`src/hdl/irc_pkg.sv`:
```
// constants and carrier types for the infrared pulse codec
package irc_pkg;

	// apb geometry
	localparam int          ADDR_W        = 12;
	localparam int          DATA_W        = 32;

	// register indices, byte address is four times the index
	localparam logic [9:0]  IDX_EVENT_SOURCE_SELECT     = 10'h000;
	localparam logic [9:0]  IDX_TXLEN     = 10'h001;
	localparam logic [9:0]  IDX_RXFILT    = 10'h002;
	localparam logic [9:0]  IDX_STATUS    = 10'h003;

	// reset values
	localparam logic [3:0]  EVENT_SOURCE_SELECT_RST     = 4'h0;
	localparam logic [7:0]  TXLEN_RST     = 8'h00;
	localparam logic [7:0]  RXFILT_RST    = 8'h00;

	// field layout of the event select register
	localparam int          EVENT_SOURCE_SELECT_W       = 4;
	localparam int          EVENT_SOURCE_SELECT_ON_BIT  = 3;

	// transmit pulse length codes
	localparam logic [7:0]  TXLEN_316     = 8'h00;
	localparam logic [7:0]  TXLEN_OFF     = 8'hff;
	localparam logic [7:0]  OS_TICKS_316  = 8'h03;

	// receive filter code for bypass
	localparam logic [7:0]  RXFILT_BYPASS = 8'h00;

	// serial port communication modes
	localparam logic [1:0]  COMMUNICATION_MODE_ASYNC   = 2'b00;
	localparam logic [1:0]  COMMUNICATION_MODE_SYNC    = 2'b01;
	localparam logic [1:0]  COMMUNICATION_MODE_IR      = 2'b10;
	localparam logic [1:0]  COMMUNICATION_MODE_MSPI    = 2'b11;

	// signals from one serial port towards the codec
	typedef struct packed
	{
		logic [1:0] communication_mode;
		logic       tx_data;
		logic       baud_clk;
		logic       os_tick;
	} irc_port_s;

	// apb request as seen by the slave
	typedef struct packed
	{
		logic              psel;
		logic              penable;
		logic              pwrite;
		logic [ADDR_W-1:0] paddr;
		logic [DATA_W-1:0] pwdata;
	} irc_apb_req_s;

endpackage

```
`src/hdl/irc_tx_shaper.sv`:
```
// transmit pulse shaper: one pulse per zero bit
`timescale 1ns/1ns
`default_nettype none
module irc_tx_shaper
(
	input  wire logic       pclk,
	input  wire logic       presetn,
	input  wire logic       run,
	input  wire logic       start,
	input  wire logic       os_tick,
	input  wire logic [7:0] len,
	output logic            pulse
);
	import irc_pkg::*;

	logic       pulse_reg;
	logic [7:0] cnt_reg;
	logic [8:0] wid_reg;

	assign pulse = pulse_reg;

	always_ff @(posedge pclk or negedge presetn)
	begin
		if (!presetn)
		begin
			pulse_reg <= 1'b0;
			cnt_reg   <= 8'h00;
		end
		else if (!run)
		begin
			pulse_reg <= 1'b0;
			cnt_reg   <= 8'h00;
		end
		else if (start && !pulse_reg)
		begin
			pulse_reg <= 1'b1;
			cnt_reg   <= (len == TXLEN_316) ? OS_TICKS_316 : len;
		end
		else if (pulse_reg && (len != TXLEN_316 || os_tick))
		begin
			cnt_reg <= cnt_reg - 8'h01;
			if (cnt_reg == 8'h01)
				pulse_reg <= 1'b0;
		end
	end

	// width of the current pulse, checked below
	always_ff @(posedge pclk or negedge presetn)
	begin
		if (!presetn)
			wid_reg <= 9'h000;
		else
			wid_reg <= pulse_reg ? wid_reg + 9'h001 : 9'h000;
	end
endmodule
`default_nettype wire

```
`src/hdl/irc_rx_filter.sv`:
```
// receive pulse width filter
`timescale 1ns/1ns
`default_nettype none
module irc_rx_filter
(
	input  wire logic       pclk,
	input  wire logic       presetn,
	input  wire logic       pulse_in,
	input  wire logic [7:0] coef,
	output logic            pulse_out
);
	import irc_pkg::*;

	logic       last_reg;
	logic [7:0] cnt_reg;
	logic       out_reg;

	assign pulse_out = out_reg;

	always_ff @(posedge pclk or negedge presetn)
	begin
		if (!presetn)
		begin
			last_reg <= 1'b0;
			cnt_reg  <= 8'h00;
			out_reg  <= 1'b0;
		end
		else if (coef == RXFILT_BYPASS)
		begin
			last_reg <= pulse_in;
			cnt_reg  <= 8'h00;
			out_reg  <= pulse_in;
		end
		else if (pulse_in != last_reg)
		begin
			last_reg <= pulse_in;
			cnt_reg  <= 8'h00;
		end
		else
		begin
			if (cnt_reg != coef)
				cnt_reg <= cnt_reg + 8'h01;
			// coef+1 equal samples reached
			if (cnt_reg == coef - 8'h01 || cnt_reg == coef)
				out_reg <= pulse_in;
		end
	end
endmodule
`default_nettype wire

```
`src/hdl/irc_infrared_codec.sv`:
```
// infrared pulse codec top: apb registers, port routing, shaper and filter
//
// How it works
// - the codec switches on by itself when a serial port picks infrared mode and then sits between that port and its pins.
// - pin levels are the inverse of the infrared pulse sent or received.
// - an event source with bit 3 set (1nnn) makes the receiver decode from event channel n instead of the pin.
// - transmit length zero gives pulses of three sixteenths of a baud period.
// - transmit length 1 to 254 gives pulses of exactly that many clock periods.
// - each pulse starts on the rising edge of the baud clock.
// - transmit length 255 turns coding off so both directions pass straight through.
// - the length and filter settings change nothing while no port is in infrared mode.
// - a received pulse counts as zero only if wide enough, otherwise the bit reads as one.
// - filter zero bypasses filtering, a value x needs x+1 equal samples.
// - event select 0000 means none, 0001 to 0111 are reserved, 1nnn picks channel n.
// - mode code 10 is infrared, 00 async, 01 sync, 11 master spi.
//
// The APB slave port was left to the implementer.
`timescale 1ns/1ns
`default_nettype none
module irc_infrared_codec
#(
	parameter int NUM_PORTS = 2,
	parameter int SELW      = (NUM_PORTS > 1) ? $clog2(NUM_PORTS) : 1
)
(
	input  wire logic                               pclk,
	input  wire logic                               presetn,
	input  wire irc_pkg::irc_apb_req_s              apb_req,
	output logic [irc_pkg::DATA_W-1:0]              prdata,
	output logic                                    pready,
	output logic                                    pslverr,
	input  wire irc_pkg::irc_port_s [NUM_PORTS-1:0] port_in,
	output logic [NUM_PORTS-1:0]                    port_rx,
	input  wire logic [NUM_PORTS-1:0]               pin_rx,
	output logic [NUM_PORTS-1:0]                    pin_tx,
	input  wire logic [7:0]                         event_chan
);
	import irc_pkg::*;

	function automatic logic irc_is_ir(input logic [1:0] mode);
		irc_is_ir = (mode == COMMUNICATION_MODE_IR);
	endfunction

	function automatic logic irc_hit(input logic [ADDR_W-1:0] addr, input logic [9:0] idx);
		irc_hit = (addr[1:0] == 2'b00) && (addr[ADDR_W-1:2] == idx);
	endfunction

	// registers
	logic [EVENT_SOURCE_SELECT_W-1:0]   event_source_select_reg;
	logic [7:0]           txlen_reg;
	logic [7:0]           rxfilt_reg;
	logic                 pready_reg;
	logic                 pslverr_reg;
	logic [DATA_W-1:0]    prdata_reg;
	logic [NUM_PORTS-1:0] baud_q_reg;
	logic [NUM_PORTS-1:0] pin_tx_reg;
	logic [NUM_PORTS-1:0] port_rx_reg;

	// combinational
	logic                 active;
	logic [SELW-1:0]      sel;
	logic                 coding;
	logic                 ev_on;
	logic                 rx_src;
	logic                 tx_start;
	logic                 tx_pulse;
	logic                 rx_pulse;
	logic                 req_first;
	logic                 req_done;
	logic                 mapped;

	assign prdata  = prdata_reg;
	assign pready  = pready_reg;
	assign pslverr = pslverr_reg;
	assign pin_tx  = pin_tx_reg;
	assign port_rx = port_rx_reg;

	// lowest port in infrared mode owns the codec
	always_comb
	begin
		active = 1'b0;
		sel    = '0;
		for (int i = NUM_PORTS - 1; i >= 0; i--)
		begin
			if (irc_is_ir(port_in[i].communication_mode))
			begin
				active = 1'b1;
				sel    = SELW'(i);
			end
		end
	end

	assign coding = active && (txlen_reg != TXLEN_OFF);
	assign ev_on  = event_source_select_reg[EVENT_SOURCE_SELECT_ON_BIT];
	assign rx_src = ev_on ? event_chan[event_source_select_reg[2:0]] : pin_rx[sel];

	// apb slave
	assign req_first = apb_req.psel && apb_req.penable && !pready_reg;
	assign req_done  = apb_req.psel && apb_req.penable && pready_reg;
	assign mapped    = irc_hit(apb_req.paddr, IDX_EVENT_SOURCE_SELECT) || irc_hit(apb_req.paddr, IDX_TXLEN)
		|| irc_hit(apb_req.paddr, IDX_RXFILT) || irc_hit(apb_req.paddr, IDX_STATUS);

	// one wait state on every access
	always_ff @(posedge pclk or negedge presetn)
	begin
		if (!presetn)
		begin
			pready_reg  <= 1'b0;
			pslverr_reg <= 1'b0;
		end
		else
		begin
			pready_reg  <= req_first;
			pslverr_reg <= req_first && !mapped;
		end
	end

	always_ff @(posedge pclk or negedge presetn)
	begin
		if (!presetn)
			prdata_reg <= '0;
		else if (req_first && !apb_req.pwrite)
		begin
			prdata_reg <= '0;
			if (irc_hit(apb_req.paddr, IDX_EVENT_SOURCE_SELECT))
				prdata_reg[EVENT_SOURCE_SELECT_W-1:0] <= event_source_select_reg;
			else if (irc_hit(apb_req.paddr, IDX_TXLEN))
				prdata_reg[7:0] <= txlen_reg;
			else if (irc_hit(apb_req.paddr, IDX_RXFILT))
				prdata_reg[7:0] <= rxfilt_reg;
			else if (irc_hit(apb_req.paddr, IDX_STATUS))
				prdata_reg[SELW:0] <= {sel, active};
		end
	end

	// writes land on the completing edge
	always_ff @(posedge pclk or negedge presetn)
	begin
		if (!presetn)
		begin
			event_source_select_reg  <= EVENT_SOURCE_SELECT_RST;
			txlen_reg  <= TXLEN_RST;
			rxfilt_reg <= RXFILT_RST;
		end
		else if (req_done && apb_req.pwrite && !pslverr_reg)
		begin
			// upper bits of the event select are not stored
			if (irc_hit(apb_req.paddr, IDX_EVENT_SOURCE_SELECT))
				event_source_select_reg <= apb_req.pwdata[EVENT_SOURCE_SELECT_W-1:0];
			if (irc_hit(apb_req.paddr, IDX_TXLEN))
				txlen_reg <= apb_req.pwdata[7:0];
			if (irc_hit(apb_req.paddr, IDX_RXFILT))
				rxfilt_reg <= apb_req.pwdata[7:0];
		end
	end

	// transmit
	// previous baud level of every port, for rising edge detection
	always_ff @(posedge pclk or negedge presetn)
	begin
		if (!presetn)
			baud_q_reg <= '0;
		else
			for (int i = 0; i < NUM_PORTS; i++)
				baud_q_reg[i] <= port_in[i].baud_clk;
	end

	// a zero bit starts a pulse at the baud rising edge
	assign tx_start = coding && port_in[sel].baud_clk && !baud_q_reg[sel]
		&& !port_in[sel].tx_data;

	irc_tx_shaper u_tx
	(
		.pclk    (pclk),
		.presetn (presetn),
		.run     (coding),
		.start   (tx_start),
		.os_tick (port_in[sel].os_tick),
		.len     (txlen_reg),
		.pulse   (tx_pulse)
	);

	// receive
	irc_rx_filter u_rx
	(
		.pclk      (pclk),
		.presetn   (presetn),
		.pulse_in  (coding && !rx_src),
		.coef      (rxfilt_reg),
		.pulse_out (rx_pulse)
	);

	// per-port routing
	genvar g;
	generate
		for (g = 0; g < NUM_PORTS; g++)
		begin : g_port
			always_ff @(posedge pclk or negedge presetn)
			begin
				if (!presetn)
				begin
					pin_tx_reg[g]  <= 1'b1;
					port_rx_reg[g] <= 1'b1;
				end
				else if (active && sel == SELW'(g))
				begin
					// idle pin is high, pulse drives it low
					pin_tx_reg[g]  <= coding ? !tx_pulse : port_in[g].tx_data;
					port_rx_reg[g] <= coding ? !rx_pulse : rx_src;
				end
				else
				begin
					pin_tx_reg[g]  <= port_in[g].tx_data;
					port_rx_reg[g] <= pin_rx[g];
				end
			end
		end
	endgenerate

	function automatic logic [NUM_PORTS-1:0] baud_q_next_tx();
		for (int i = 0; i < NUM_PORTS; i++)
			baud_q_next_tx[i] = port_in[i].tx_data;
	endfunction
endmodule
`default_nettype wire

```
`config.mk`:
```
export PLATFORM = sky130hd
export DESIGN_NAME = irc_infrared_codec
export DESIGN_NICKNAME = d
export VERILOG_FILES = /design/src/hdl/irc_pkg.sv /design/src/hdl/irc_tx_shaper.sv /design/src/hdl/irc_rx_filter.sv /design/src/hdl/irc_infrared_codec.sv
export SDC_FILE = /design/constraint.sdc
export NUM_CORES = 1
export LEC_CHECK = 0
export ABC_AREA = 1
export ABC_CLOCK_PERIOD_IN_PS = 2550
export BUFFER_PORTS_ARGS = -buffer_cell sky130_fd_sc_hd__buf_2
export CAP_MARGIN = 20
export CELL_PAD_IN_SITES_DETAIL_PLACEMENT = 1
export CELL_PAD_IN_SITES_GLOBAL_PLACEMENT = 2
export CORE_MARGIN = 4
export CORE_UTILIZATION = 32
export DETAILED_ROUTE_END_ITERATION = 10
export HOLD_SLACK_MARGIN = 0.02
export PLACE_DENSITY_LB_ADDON = 0.1
export SYNTH_ARGS = -nofsm -noshare
export SYNTH_HDL_FRONTEND = slang
export SYNTH_SLANG_ARGS = --single-unit
```
`constraint.sdc`:
```
create_clock -name pclk -period 2.55 [get_ports pclk]
set_clock_uncertainty 0.15 [all_clocks]
set_input_delay 0.765 -clock pclk [delete_from_list [all_inputs] [get_ports pclk]]
set_output_delay 0.765 -clock pclk [all_outputs]
set_load 0.02 [all_outputs]
```
==> summary.txt <==
Run status
  • Outcome: finished clean

Clock tree
  • TritonCTS clock tree: built
  • Hold buffer count at CTS: 0
  • Clock net sink count: 55
  • Number of buffers added by the clock tree synthesis step: 5
  • Setup bufs post-CTS: 0
  • Root Buffer: sky130_fd_sc_hd__clkbuf_16
  • Clock latency reported for the late side of the worst-skew pair: 310 ps
  • Bufs on Longest Clock Path: 2
  • Clock-pin slew on the worst setup and hold paths: 80 ps
  • Maximum level of the CTS H-tree: 2
  • Post-CTS resize count: 0

Power and ir drop
  • Portion of total power attributed to combinational logic: 22.2%
  • P_leak: 2.14 nW
  • Fraction of power consumed by sequential logic: 45.2%
  • Proportion of total power due to net switching: 32.7%
  • Power per cell area: 513 nW/um2
  • Clock network fraction of total power: 32.6%
  • Maximum vdd drop: 283 uV
  • Cell internal power dissipation: 1.48 mW
  • Sw power: 0.716 mW

Timing
  • RSZ-0062 raised after global routing: no
  • Hold Vio Cnt, Final: 0
  • Final-report setup violation count: 0
  • Top achievable clock speed: 503 MHz
  • Number of slew-limit violations in the final report: 0
  • Final critical path time including I/O delays and setup: 1990 ps
  • Final Cycle Share: 78.0%
  • Setup TNS: 0 ps
  • Min setup slack post-route: 560 ps

Floorplan
  • Initial Util: 32.7%
  • Die Ht: 116 um
  • Die footprint: 13500 um2
  • Row count: 39
  • Floorplan Core Area: 11400 um2
  • DIE WIDTH: 116 um
  • Top-level I/O count: 107

Cells and area
  • Number of nets at the end of the flow: 623
  • Number of inserted filler cells in the final layout: 1448
  • Commonest non-fill, non-tap cell in the layout: sky130_fd_sc_hd__nand2_1
  • Most frequent cells in the layout: sky130_fd_sc_hd__nand2_1 (127), sky130_fd_sc_hd__buf_2 (58), sky130_fd_sc_hd__inv_1 (57)
  • Final cell utilization of the core: 37.5%
  • Antenna Cells: 0
  • Area grow syn2layout: 14.7%
  • Fraction of layout cells with a size suffix above 1: 25.8%

Global route
  • Number of antenna violations at the first check in global routing: 0
  • Global-route wire length before repair: 17.4 mm
  • Via count of the first global-routing pass: 3339
  • GRT Overall Usage: 16.6%
  • Largest net degree at the start of global routing: 34
  • Residual overflow from global routing: 0

Logic synthesis
  • Netlist area before placement: 3730 um2
  • Flip-flop and latch count after synthesis: 55
  • Yosys warning count: 0
  • Share of flip-flops with an asynchronous set or reset after synthesis: 100%
  • EDFF count, synth: 0
  • Number of instances in the synthesized netlist: 482
  • Synthesized area per cell: 7.74 um2
  • Post-synthesis sequential area ratio: 37.0%
  • Unique masters post-synth: 46
  • Post-synth top flop: sky130_fd_sc_hd__dfrtp_1

Critical path
  • Worst Setup Path Type: reg2reg
  • Slack of the worst reg-to-reg path: 560 ps
  • Crit Path Max Fanout: 5
  • Worst endpoint required time: 2600 ps
  • Kind of end point of the critical path: flop
  • Arrival time of the worst setup path: 2040 ps
  • Crit path launch type: flop

Worst hold path
  • Worst min path class: in2async

Placed design
  • # port buffers: 58
  • GPL Wtd Cong: 0.755
  • Pre-CTS setup slack: 239 ps
  • Half-perimeter wire length after detailed placement: 8.18 mm

Detailed routing
  • Vias post-DR: 3189
  • Final wirelength: 10.2 mm
  • Detailed Route Iter0 Violations: 125
  • Number of routed nets with antenna violations: 0
  • Residual DRC: 0
  • Avg Vias per Cell: 4.60
  • Routed WL per cell: 14.7 um
  • Detailed-router iteration count before antenna repair: 4

Job
  • Max-cap violations: 0
synthesized netlist by cell type, types with 4 or more instances:
master	count	share of area (%)
sky130_fd_sc_hd__dfrtp_1	51	34
sky130_fd_sc_hd__buf_4	24	4.8
sky130_fd_sc_hd__nand2_2	5	0.84
sky130_fd_sc_hd__nand3_1	35	4.7
sky130_fd_sc_hd__xor2_1	9	2.1
sky130_fd_sc_hd__o21ai_0	26	3.5
sky130_fd_sc_hd__o21ai_2	16	3.8
sky130_fd_sc_hd__ha_1	4	1.3
sky130_fd_sc_hd__dfstp_2	4	2.8
sky130_fd_sc_hd__nor3_2	4	1.1
sky130_fd_sc_hd__nor3_1	8	1.1
sky130_fd_sc_hd__inv_1	57	5.7
sky130_fd_sc_hd__nor2_1	42	4.2
sky130_fd_sc_hd__a21oi_1	9	1.2
sky130_fd_sc_hd__inv_2	7	0.70
sky130_fd_sc_hd__nor2_4	4	1.2
sky130_fd_sc_hd__nand2_1	127	13
power by group through the flow:
stage	Sequential, mW	Clock, mW	Combinational, mW
finish	0.991	0.715	0.487
global route	1.00	0.791	0.560
CTS	0.993	0.751	0.497
detailed placement	1.01	0	0.495
global placement	1.01	0	0.486
floorplan	1.01	0	0.371
kinds of logic after synthesis:
logic type / after synthesis / share of synthesized area (%)
flops: 55 / 37.0
compound gates: 64 / 11.9
fa+ha+maj: 4 / 1.34
simple gates: 249 / 33.0
buf+inv: 94 / 12.5
xor+xnor: 13 / 3.66
mux: 2 / 0.537
other cells: 1 / 0.101
per-layer routing:
| layer | GRT usage [%] | vias to the layer above | routed length (um) |
|---|---|---|---|
| met2 | 27.8 | 40 | 5030 |
| met4 | 4.80 | 0 | 167 |
| met5 | 0 | - | 0 |
| met3 | 3.08 | 9 | 296 |
| met1 | 22.0 | 1517 | 4690 |
| li1 | - | 1623 | - |
through the flow:
stage | instances | power (mW) | cell area [um2] | hold slack [ps]
finish | 694 | 2.19 | 4280 | 286
global route | 694 | 2.35 | 4280 | 316
CTS | 694 | 2.24 | 4280 | 294
detailed placement | 686 | 1.50 | 4130 | 320
global placement | 686 | 1.49 | 4130 | 309
floorplan | 505 | 1.38 | 3820 | 314
final timing paths:
kind                                                 from                          to  cells after the start
worst min-delay path                              presetn            pready$_DFF_PN0_                      2
min in group pclk                   prdata[3]$_DFFE_PN0P_       prdata[3]$_DFFE_PN0P_                      2
worst max-delay path            rxfilt_reg[0]$_DFFE_PN0P_  u_rx.pulse_out$_DFFE_PN0P_                     14
worst max register to register  rxfilt_reg[0]$_DFFE_PN0P_  u_rx.pulse_out$_DFFE_PN0P_                     14
max in group asynchronous                         presetn         pin_tx[1]$_DFF_PN1_                      2
worst min register to register      prdata[3]$_DFFE_PN0P_       prdata[3]$_DFFE_PN0P_                      2
cell type report:
class / instances / area (um2) / share of cell area, %
clock inverter: 3 / 20.0 / 0.468
tap: 143 / 179 / 4.18
multi-input combinational: 356 / 1970 / 46.1
clock buffer: 5 / 125 / 2.92
sequential: 55 / 1380 / 32.3
timing repair buffer: 65 / 343 / 8.01
inverter: 67 / 259 / 6.05
critical path, stage by stage, from the launching register on:
cell                      delay (ps)
sky130_fd_sc_hd__dfrtp_1         400
sky130_fd_sc_hd__inv_1           160
sky130_fd_sc_hd__ha_1            290
sky130_fd_sc_hd__nand2_1          80
sky130_fd_sc_hd__inv_1            40
sky130_fd_sc_hd__nor2_1           80
sky130_fd_sc_hd__nand2_1          60
sky130_fd_sc_hd__nor2_1          100
sky130_fd_sc_hd__nand2_1          50
sky130_fd_sc_hd__nor2_1          100
sky130_fd_sc_hd__nand3_1         120
sky130_fd_sc_hd__nand2_1          80
sky130_fd_sc_hd__nand3_1          60
sky130_fd_sc_hd__nand3_1          70
sky130_fd_sc_hd__nand2_1          50
No activity file was read; power rests on OpenSTA's default activity.
